### src/asr_cfg.svh
`ifndef ASR_CFG_SVH
`define ASR_CFG_SVH

// Word, frame and buffer sizes.
`define ASR_WORD_BITS 20
`define ASR_SYNC_BITS 6'h10
`define ASR_FIFO_DEPTH 16

// Output control byte field positions.
`define ASR_CLKSEL_MSB 7
`define ASR_CLKSEL_LSB 6
`define ASR_RATE_BIT 4
`define ASR_WIDTH_MSB 3
`define ASR_WIDTH_LSB 2
`define ASR_MODE_MSB 1
`define ASR_MODE_LSB 0

// Field encodings.
`define ASR_MODE_SYNC 2'h3
`define ASR_CTRL_DAISY 8'h00
`define ASR_WIDTH_DUAL 2'h2
`define ASR_WIDTH_QUAD 2'h3
`define ASR_CLK_EXT 2'h0
`define ASR_CLK_INT 2'h1
`define ASR_CLK_IB2 2'h2
`define ASR_CLK_IB4 2'h3

// Internal clock half periods, in clk cycles, minus one.
`define ASR_HALF_INT 2'h0
`define ASR_HALF_IB2 2'h1
`define ASR_HALF_IB4 2'h3

// Reset values.
`define ASR_PINS_IDLE 4'h8
`define ASR_WORD_RESET 20'h0_0000

`endif

### src/asr_pkg.sv
`default_nettype none
package asr_pkg;

    // Field order matches the output control byte, bit 7 first.
    typedef struct packed {
        logic [1:0] clkSel;
        logic reserved;
        logic ddr;
        logic [1:0] width;
        logic [1:0] mode;
    } asr_ctrl_type;

    typedef struct packed {
        logic csN;
        logic sclk;
        logic sdi;
        logic convStart;
    } asr_pins_type;

    typedef enum logic [1:0] {
        ASR_IDLE,
        ASR_LEGACY,
        ASR_SYNC
    } asr_state_type;

endpackage : asr_pkg
`default_nettype wire

### src/asr_readout.sv
`timescale 1ns/1ps
`default_nettype none
`include "asr_cfg.svh"
module asr_readout
    import asr_pkg::*;
#(
    parameter int FIFO_DEPTH = `ASR_FIFO_DEPTH
) (
    input wire logic clk,
    input wire logic nrst,
    input wire logic ce,
    input wire asr_pins_type hostPins,
    input wire logic [7:0] outputProtocolControl,
    input wire logic [1:0] inputProtocolControl,
    input wire logic [`ASR_WORD_BITS-1:0] sampleData,
    input wire logic sampleValid,
    output logic sampleReady,
    output logic [3:0] serialOut,
    output logic readyOrOutputClock,
    output logic commandValid,
    output logic [`ASR_WORD_BITS-1:0] commandWord,
    output logic sampleTaken
);

    function automatic logic [1:0] laneShift(input logic [1:0] w);
        laneShift = (w == `ASR_WIDTH_QUAD) ? 2'h2 : ((w == `ASR_WIDTH_DUAL) ? 2'h1 : 2'h0);
    endfunction : laneShift

    // Lane k carries the bit k places below the MSB.
    function automatic logic [3:0] laneBits(input logic [19:0] r, input logic [1:0] s);
        logic [3:0] b;
        b = 4'h0;
        for (int k = 0; k < 4; k++) begin
            if (k < (1 << s)) begin
                b[k] = r[19-k];
            end
        end
        return b;
    endfunction : laneBits

    function automatic logic [19:0] shiftIn(input logic [19:0] r, input logic [1:0] s,
                                           input logic fill);
        case (s)
            2'h0: shiftIn = {r[18:0], fill};
            2'h1: shiftIn = {r[17:0], 2'h0};
            default: shiftIn = {r[15:0], 4'h0};
        endcase
    endfunction : shiftIn

    function automatic logic [5:0] clocksFor(input asr_ctrl_type c);
        logic [2:0] sh;
        sh = {1'b0, laneShift(c.width)} + {2'h0, c.ddr};
        return `ASR_SYNC_BITS >> sh;
    endfunction : clocksFor

    asr_pins_type pinMeta;
    asr_pins_type pinSync;
    asr_pins_type pinPrev;
    asr_ctrl_type ctrlNow;
    asr_ctrl_type frameCtrl;
    asr_state_type state;

    logic [`ASR_WORD_BITS-1:0] unifiedShiftReg;
    logic [`ASR_WORD_BITS-1:0] inputDataReg;
    logic [`ASR_WORD_BITS-1:0] outputDataReg;
    logic [`ASR_WORD_BITS-1:0] fifoData;
    logic fifoValid;
    logic csFall;
    logic csRise;
    logic sclkRise;
    logic sclkFall;
    logic convRise;
    logic captureEdge;
    logic launchEdge;
    logic daisy;
    logic extSource;
    logic [1:0] lanes;
    logic [1:0] divCount;
    logic [1:0] halfLimit;
    logic divTick;
    logic [5:0] edgesLeft;
    logic syncLaunch;
    logic legacyLaunch;
    logic intToggle;

    // Pins pass two flops; edge detects compare the second stage with a third, delayed stage.
    always_ff @(posedge clk) begin
        if (!nrst) begin
            pinMeta <= asr_pins_type'(`ASR_PINS_IDLE);
            pinSync <= asr_pins_type'(`ASR_PINS_IDLE);
            pinPrev <= asr_pins_type'(`ASR_PINS_IDLE);
        end else if (ce) begin
            pinMeta <= hostPins;
            pinSync <= pinMeta;
            pinPrev <= pinSync;
        end
    end

    assign csFall = pinPrev.csN && !pinSync.csN;
    assign csRise = !pinPrev.csN && pinSync.csN;
    assign sclkRise = !pinPrev.sclk && pinSync.sclk;
    assign sclkFall = pinPrev.sclk && !pinSync.sclk;
    assign convRise = !pinPrev.convStart && pinSync.convStart;

    // Modes 00 and 11 capture on the rising edge, 01 and 10 on the falling edge.
    assign captureEdge = (inputProtocolControl[1] == inputProtocolControl[0]) ?
                         sclkRise : sclkFall;
    assign launchEdge = (inputProtocolControl[1] == inputProtocolControl[0]) ?
                        sclkFall : sclkRise;

    assign ctrlNow = asr_ctrl_type'(outputProtocolControl);
    assign daisy = (frameCtrl == asr_ctrl_type'(`ASR_CTRL_DAISY));
    assign extSource = (frameCtrl.clkSel == `ASR_CLK_EXT);
    assign lanes = laneShift(frameCtrl.width);

    // Control is latched per frame so a mid-frame change cannot tear a word.
    always_ff @(posedge clk) begin
        if (!nrst) begin
            frameCtrl <= asr_ctrl_type'(`ASR_CTRL_DAISY);
        end else if (ce && csFall) begin
            frameCtrl <= ctrlNow;
        end
    end

    always_ff @(posedge clk) begin
        if (!nrst) begin
            state <= ASR_IDLE;
        end else if (ce) begin
            unique case (state)
                ASR_IDLE: begin
                    if (csFall) begin
                        state <= (ctrlNow.mode == `ASR_MODE_SYNC) ? ASR_SYNC : ASR_LEGACY;
                    end
                end
                ASR_LEGACY, ASR_SYNC: begin
                    if (csRise) begin
                        state <= ASR_IDLE;
                    end
                end
            endcase
        end
    end

    // Internal clock runs at clk rate per half period when undivided.
    always_comb begin
        unique case (frameCtrl.clkSel)
            `ASR_CLK_INT: halfLimit = `ASR_HALF_INT;
            `ASR_CLK_IB2: halfLimit = `ASR_HALF_IB2;
            `ASR_CLK_IB4: halfLimit = `ASR_HALF_IB4;
            `ASR_CLK_EXT: halfLimit = `ASR_HALF_INT;
        endcase
    end

    assign divTick = (divCount == halfLimit);

    always_ff @(posedge clk) begin
        if (!nrst) begin
            divCount <= 2'h0;
        end else if (ce) begin
            if (csFall || divTick) begin
                divCount <= 2'h0;
            end else begin
                divCount <= divCount + 2'h1;
            end
        end
    end

    assign intToggle = (state == ASR_SYNC) && !extSource && divTick && (edgesLeft != 6'h00);

    // Rising output clock launches in single rate; every edge launches in double rate.
    always_comb begin
        if (state != ASR_SYNC || edgesLeft == 6'h00) begin
            syncLaunch = 1'b0;
        end else if (extSource) begin
            syncLaunch = sclkRise || (frameCtrl.ddr && sclkFall);
        end else begin
            syncLaunch = intToggle && (!readyOrOutputClock || frameCtrl.ddr);
        end
    end

    assign legacyLaunch = (state == ASR_LEGACY) && launchEdge;

    // Echo mode counts launches; internal mode counts output clock toggles.
    always_ff @(posedge clk) begin
        if (!nrst) begin
            edgesLeft <= 6'h00;
        end else if (ce) begin
            if (csFall) begin
                edgesLeft <= (ctrlNow.clkSel == `ASR_CLK_EXT) ?
                             (`ASR_SYNC_BITS >> laneShift(ctrlNow.width)) :
                             (clocksFor(ctrlNow) << 1);
            end else if (extSource ? syncLaunch : intToggle) begin
                edgesLeft <= edgesLeft - 6'h01;
            end
        end
    end

    always_ff @(posedge clk) begin
        if (!nrst) begin
            readyOrOutputClock <= 1'b0;
        end else if (ce) begin
            if (state != ASR_SYNC) begin
                readyOrOutputClock <= 1'b0;
            end else if (extSource) begin
                readyOrOutputClock <= pinSync.sclk;
            end else if (intToggle) begin
                readyOrOutputClock <= !readyOrOutputClock;
            end
        end
    end

    // Out of daisy settings the word is followed by zeros.
    always_ff @(posedge clk) begin
        if (!nrst) begin
            unifiedShiftReg <= `ASR_WORD_RESET;
        end else if (ce) begin
            if (csFall) begin
                unifiedShiftReg <= outputDataReg;
            end else if (state == ASR_LEGACY && captureEdge) begin
                unifiedShiftReg <= shiftIn(unifiedShiftReg, lanes,
                                           daisy && pinSync.sdi);
            end else if (syncLaunch) begin
                unifiedShiftReg <= shiftIn(unifiedShiftReg, lanes, 1'b0);
            end
        end
    end

    // Writes follow the input protocol whatever the read protocol.
    always_ff @(posedge clk) begin
        if (!nrst) begin
            inputDataReg <= `ASR_WORD_RESET;
        end else if (ce) begin
            if (csFall) begin
                inputDataReg <= `ASR_WORD_RESET;
            end else if (state != ASR_IDLE && captureEdge) begin
                inputDataReg <= {inputDataReg[`ASR_WORD_BITS-2:0], pinSync.sdi};
            end
        end
    end

    always_ff @(posedge clk) begin
        if (!nrst) begin
            serialOut <= 4'h0;
        end else if (ce) begin
            if (csFall) begin
                serialOut <= (ctrlNow.mode == `ASR_MODE_SYNC) ? 4'h0 :
                             laneBits(outputDataReg, laneShift(ctrlNow.width));
            end else if (csRise) begin
                serialOut <= 4'h0;
            end else if (legacyLaunch || syncLaunch) begin
                serialOut <= laneBits(unifiedShiftReg, lanes);
            end
        end
    end

    always_ff @(posedge clk) begin
        if (!nrst) begin
            commandValid <= 1'b0;
            commandWord <= `ASR_WORD_RESET;
        end else if (ce) begin
            commandValid <= csRise && (state != ASR_IDLE);
            if (csRise && state != ASR_IDLE) begin
                commandWord <= daisy ? unifiedShiftReg : inputDataReg;
            end
        end
    end

    // An empty buffer leaves the previous sample in place.
    always_ff @(posedge clk) begin
        if (!nrst) begin
            outputDataReg <= `ASR_WORD_RESET;
            sampleTaken <= 1'b0;
        end else if (ce) begin
            sampleTaken <= convRise && fifoValid;
            if (convRise && fifoValid) begin
                outputDataReg <= fifoData;
            end
        end
    end

    asr_fifo #(
        .WIDTH(`ASR_WORD_BITS),
        .DEPTH(FIFO_DEPTH)
    ) u_fifo (
        .clk(clk),
        .nrst(nrst),
        .ce(ce),
        .inValid(sampleValid),
        .inReady(sampleReady),
        .inData(sampleData),
        .outValid(fifoValid),
        .outReady(convRise),
        .outData(fifoData)
    );

    logic prevClock;
    logic [5:0] riseCount;

    always_ff @(posedge clk) begin
        if (!nrst) begin
            prevClock <= 1'b0;
            riseCount <= 6'h00;
        end else if (ce) begin
            prevClock <= readyOrOutputClock;
            if (csFall) begin
                riseCount <= 6'h00;
            end else if (readyOrOutputClock && !prevClock) begin
                riseCount <= riseCount + 6'h01;
            end
        end
    end

    a_dual_lanes: assert property (@(posedge clk) disable iff (!nrst)
        syncLaunch && ce && lanes == 2'h1 |=>
        serialOut == {2'h0, $past(unifiedShiftReg[18]), $past(unifiedShiftReg[19])})
        else $error("dual launch lanes wrong");

    a_quad_lanes: assert property (@(posedge clk) disable iff (!nrst)
        syncLaunch && ce && lanes == 2'h2 |=>
        serialOut == {$past(unifiedShiftReg[16]), $past(unifiedShiftReg[17]),
                      $past(unifiedShiftReg[18]), $past(unifiedShiftReg[19])})
        else $error("quad launch lanes wrong");

    a_sdr_rising: assert property (@(posedge clk) disable iff (!nrst)
        syncLaunch && ce && !extSource && !frameCtrl.ddr |=>
        readyOrOutputClock && !$past(readyOrOutputClock))
        else $error("single rate launch not on rising clock");

    a_ddr_toggle: assert property (@(posedge clk) disable iff (!nrst)
        intToggle && ce && frameCtrl.ddr |-> syncLaunch ##1
        readyOrOutputClock != $past(readyOrOutputClock))
        else $error("double rate clock did not toggle");

    a_clock_count: assert property (@(posedge clk) disable iff (!nrst)
        state == ASR_SYNC && !extSource && edgesLeft == 6'h00 && prevClock == 1'b0 &&
        !readyOrOutputClock |-> riseCount == clocksFor(frameCtrl))
        else $error("output clock count wrong");

    a_echo_clock: assert property (@(posedge clk) disable iff (!nrst)
        state == ASR_SYNC && extSource && ce && !csRise |=>
        readyOrOutputClock == $past(pinSync.sclk))
        else $error("output clock does not echo serial clock");

    a_daisy_shift: assert property (@(posedge clk) disable iff (!nrst)
        state == ASR_LEGACY && daisy && captureEdge && ce |=>
        unifiedShiftReg == {$past(unifiedShiftReg[18:0]), $past(pinSync.sdi)})
        else $error("daisy capture shift wrong");

    a_daisy_msb: assert property (@(posedge clk) disable iff (!nrst)
        state == ASR_LEGACY && daisy && launchEdge && ce |=>
        serialOut[0] == $past(unifiedShiftReg[19]))
        else $error("line zero does not carry the MSB");

    a_cmd_decode: assert property (@(posedge clk) disable iff (!nrst)
        csRise && state != ASR_IDLE && daisy && ce |=>
        commandValid && commandWord == $past(unifiedShiftReg) ##1 !commandValid || !ce)
        else $error("command not decoded at select rise");

    a_hold_idle: assert property (@(posedge clk) disable iff (!nrst)
        state == ASR_IDLE && !csFall |=> $stable(unifiedShiftReg))
        else $error("register moved while select high");

    a_conv_sample: assert property (@(posedge clk) disable iff (!nrst)
        convRise && fifoValid && ce |=> outputDataReg == $past(fifoData) && sampleTaken)
        else $error("sample not taken on start rise");

endmodule : asr_readout
`default_nettype wire

### src/asr_fifo.sv
`timescale 1ns/1ps
`default_nettype none
module asr_fifo #(
    parameter int WIDTH = 20,
    parameter int DEPTH = 16
) (
    input wire logic clk,
    input wire logic nrst,
    input wire logic ce,
    input wire logic inValid,
    output logic inReady,
    input wire logic [WIDTH-1:0] inData,
    output logic outValid,
    input wire logic outReady,
    output logic [WIDTH-1:0] outData
);
    localparam int AW = $clog2(DEPTH);

    logic [WIDTH-1:0] mem [DEPTH];
    logic [AW-1:0] wrPtr;
    logic [AW-1:0] rdPtr;
    logic [AW:0] count;
    logic push;
    logic pop;

    assign inReady = (count != (AW+1)'(DEPTH));
    assign outValid = (count != '0);
    assign outData = mem[rdPtr];
    assign push = inValid && inReady && ce;
    assign pop = outValid && outReady && ce;

    always_ff @(posedge clk) begin
        if (push) begin
            mem[wrPtr] <= inData;
        end
    end

    always_ff @(posedge clk) begin
        if (!nrst) begin
            wrPtr <= '0;
            rdPtr <= '0;
        end else begin
            if (push) begin
                wrPtr <= (wrPtr == AW'(DEPTH - 1)) ? '0 : wrPtr + 1'b1;
            end
            if (pop) begin
                rdPtr <= (rdPtr == AW'(DEPTH - 1)) ? '0 : rdPtr + 1'b1;
            end
        end
    end

    always_ff @(posedge clk) begin
        if (!nrst) begin
            count <= '0;
        end else if (push && !pop) begin
            count <= count + 1'b1;
        end else if (pop && !push) begin
            count <= count - 1'b1;
        end
    end

endmodule : asr_fifo
`default_nettype wire

### config.mk
export PLATFORM = sky130hd
export DESIGN_NAME = asr_readout
export DESIGN_NICKNAME = d
export VERILOG_FILES = /design/src/asr_pkg.sv /design/src/asr_readout.sv /design/src/asr_fifo.sv
export VERILOG_INCLUDE_DIRS = /design/src
export SDC_FILE = /design/constraint.sdc
export NUM_CORES = 1
export LEC_CHECK = 0
export ABC_CLOCK_PERIOD_IN_PS = 3700
export BUFFER_PORTS_ARGS = -buffer_cell sky130_fd_sc_hd__buf_4
export CAP_MARGIN = 15
export CORE_MARGIN = 1
export CORE_UTILIZATION = 50
export CTS_BUF_LIST = sky130_fd_sc_hd__clkbuf_8
export CTS_CLUSTER_DIAMETER = 40
export DETAILED_ROUTE_END_ITERATION = 12
export PLACE_DENSITY = 0.63
export SETUP_SLACK_MARGIN = 0.5
export SYNTH_ARGS = -nofsm -noshare
export SYNTH_HDL_FRONTEND = slang
export SYNTH_SLANG_ARGS = --single-unit
### constraint.sdc
create_clock -name clk -period 3.7 [get_ports clk]
set_input_delay 0.185 -clock clk [delete_from_list [all_inputs] [get_ports clk]]
set_output_delay 0.185 -clock clk [all_outputs]
set_load 0.01 [all_outputs]
==> summary.txt <==
Worst setup path
  • Crit-path max FO: 7
  • Worst path cell trace: nor4_2 > a21oi_1 > inv_2 > ha_1 > inv_1 > ha_1 > nor2b_1 > o21a_1 > or3_1 > a21oi_1 > mux2i_1
  • FF-to-FF Start: u_fifo.count[0]
  • R2R Setup Slk: 0.85 ns
  • WP data required: 4.24 ns
  • Worst setup EP type: flop
  • Data arrival, critical path: 3.39 ns
  • RR Endpoint: u_fifo.count[4]
  • Worst R2R Path Depth: 11
  • Crit. Startpoint: u_fifo.count[0]
  • Worst Setup EP: u_fifo.count[4]
  • WS Path Type: flop to flop
  • CP peak stage delay: 0.39 ns
  • Worst Setup Start Kind: flop
  • CP max stage cell: nor4_2

CTS
  • Htree depth: 3
  • CTS Sinks: 449
  • CTS Root Cell: clkbuf_8
  • TritonCTS clock tree: built
  • Clock Pin Slew Worst Setup and Hold Paths: 0.06 ns
  • Buffer depth of the longest clock path: 3
  • Post-CTS Setup Inserts: 0
  • Clock latency on the worst-skew pair: 0.62 ns
  • CTS Buf Count: 78

Detailed routing
  • Final wirelength: 40300 µm
  • Routed via count: 11000
  • DRT antenna net count: 0
  • DR iter-0 viols: 670
  • Drt drc: 0
  • Vias per cell: 5.77
  • DR pass1 iterations: 5
  • WL/cell: 21.2 µm

Floorplan
  • Die area: 38100 µm²
  • Io pins: 66
  • Core Rows: 70
  • CORE AREA: 36700 µm²
  • DIE HEIGHT: 195 µm
  • Die X: 195 µm
  • Initial Utilization: 50.8%

Pwr
  • PwrDens: 486 nW/µm²
  • Peak VDD IR: 0.427 mV
  • Leak: 0.00762 µW

Logic synthesis
  • Post-Synth XOR/XNOR Area: 0.329%
  • EDFF count, synth: 320
  • Ys async rst share: 0%
  • Primary FF master, synth: edfxtp_1
  • Compound-Gate Fraction of Synth Area: 9.72%
  • Cells after synthesis: 1244
  • Synth Area in Adders: 1.38%
  • Synthesized flop and latch total: 449
  • Yosys warns: 0
  • Post-Synthesis Cell Area: 18700 µm²
  • Synth cell types: 64
  • Syn Area/Cell: 15.0 µm²
  • Synth Area in Simple Gates: 7.05%
  • Largest family of logic cells by synthesized area: multiplexers
  • Register area share after synthesis: 65.4%
  • Syn nets: 1302
  • Post-synthesis mux area share: 13.6%

Final layout
  • Layout cell share with drive strength beyond 1: 21.9%
  • Area Overhead vs Synth: 15.8%
  • Non-filler cells, final: 1899
  • Final instance area: 21600 µm²
  • Final core occ: 58.9%
  • Final #Nets: 1427

STA
  • Slew @ Worst Pin: 1.02 ns
  • Tcrit/Tclk final: 77.1%
  • Final Slew Violations: 0
  • Worst slew margin: 32.1%
  • Hold Vio Cnt, Final: 0
  • Max Clk Rate: 351 MHz
  • Setup Skew: 0.0279 ns
  • Final Setup Violations: 0
  • RSZ-0062 raised after global routing: no
  • Setup TNS: 0 ns
  • Period minus WS final: 2.85 ns

Flow run
  • Max-Cap Viols: 0

Placement
  • Port buffer count: 65
  • Placed instance area: 19700 µm²
  • GPL Wtd Cong: 0.790
  • Cell Count Post-Placement: 1724
  • Post-DP HPWL: 23500 µm

Global routing
  • Largest net degree at the start of global routing: 107
  • Vias in the first global route: 10900
  • First-pass GRT wire length: 62700 µm
  • Grt ovf: 0
  • GRT Util Overall: 21.6%
  • Antenna violations before repair: 1

Hold path
  • Hold WC Path Type: input port to flop

Status
  • Outcome: complete, no violations
-- stage by stage --
step	hold slack [ns]	setup WS (ns)	total power [µW]
2_1_floorplan	0.284	0.710	5940
6_report	0.141	0.849	10500
3_3_place_gp	0.400	0.815	6110
4_1_cts	0.108	0.682	10600
3_5_place_dp	0.405	0.708	6120
5_1_grt	0.153	0.565	10900
-- placed cells by master (no fill, tap or decap), types with 26 or more instances in the layout --
cell type	netlist	routed
a211oi_1	37	37
mux4_2	80	80
clkbuf_8	0	85
nor2_1	38	26
nand2_1	83	83
buf_4	2	99
a21oi_1	50	50
mux2i_1	73	73
o211a_1	37	37
dlygate4sd3_1	0	33
dfxtp_1	129	125
nor2b_1	59	59
inv_1	18	48
edfxtp_1	320	320
-- per-layer routing --
metal	global-route usage [%]	share of wire (%)
met2	35.5	48
met5	0	0
met1	29.5	46
met4	6.91	2.0
met3	3.71	4.1
-- worst min path at each step --
stage / endpoint / slack, ns / cells past startpoint / from
global placement: pinMeta[3] / 0.40 / 3 / hostPins[3]
CTS: u_fifo.rdPtr[1] / 0.11 / 5 / ce
global route: pinSync[3] / 0.15 / 4 / ce
finish: u_fifo.rdPtr[1] / 0.14 / 5 / ce
floorplan: u_fifo.mem[0][0] / 0.28 / 0 / sampleData[0]
detailed placement: pinMeta[3] / 0.40 / 3 / hostPins[3]
-- power breakdown --
| part | leakage, µW | internal [µW] | total (µW) | switching (µW) |
|---|---|---|---|---|
| clock | 0.000908 | 2480 | 4450 | 1970 |
| combinational | 0.00278 | 250 | 558 | 308 |
| sequential | 0.00393 | 5440 | 5490 | 49.8 |
| total | 0.00762 | 8170 | 10500 | 2320 |
-- final cells by class --
class,instances,area [µm²]
diodes,1,2.50
multi-input cells,686,6060
repair buffers,134,1110
clock buffers,85,1170
fillers,2878,15100
clock inverters,56,393
flip-flops and latches,449,12200
well taps,468,586
inverters,20,75.1
-- cells by family after synthesis --
group | Yosys count
simple gates | 255
flops | 449
xor+xnor | 7
mux | 154
compound gates | 250
buf+inv | 109
fa+ha+maj | 20
-- synthesized netlist by cell type, types with 8 or more instances --
library cell,count,share of area (%)
nor2b_1,59,2.0
ha_1,19,1.3
o211a_1,37,2.0
and2_1,14,0.47
a21boi_1,14,0.56
dfxtp_1,129,14
edfxtp_1,320,52
mux2i_1,73,3.9
o211ai_1,10,0.40
mux4_2,80,9.7
a22oi_1,20,0.80
nor2_1,38,0.76
buf_1,8,0.16
buf_2,18,0.48
nand2_1,83,1.7
a211oi_1,37,1.5
inv_1,18,0.36
a22o_1,20,0.94
a21oi_1,50,1.3
nor3_1,12,0.32
o21ai_0,20,0.54
clkbuf_1,57,1.1
o21ai_1,15,0.40
-- critical path: cells and delay by family (launching register included) --
| family | cells | cell delay (ns) |
|---|---|---|
| fa+ha+maj | 2 | 0.52 |
| compound gates | 3 | 0.62 |
| flops | 1 | 0.35 |
| buf+inv | 2 | 0.27 |
| mux | 1 | 0.20 |
| simple gates | 3 | 0.82 |
-- flip-flops by register name (all words and copies together) (netlist names), 2 cells and up --
signal and flops:
pinSync 4, frameCtrl 8, state 2, outputDataReg 20, inputDataReg 20, u_fifo.count 5, u_fifo.rdPtr 4, unifiedShiftReg 20
u_fifo.wrPtr 4, divCount 2, pinMeta 4, serialOut 4, u_fifo.mem 320, commandWord 20, pinPrev 3, edgesLeft 6
-- timing repair --
| item | CTS | global route |
|---|---|---|
| gates resized for setup | 0 | 1 |
| endpoints found under the hold margin | 348 | 0 |
| hold buffers | 33 | 0 |
| setup endpoints to repair | 0 | 1 |
(Power assumes the default switching activity.)
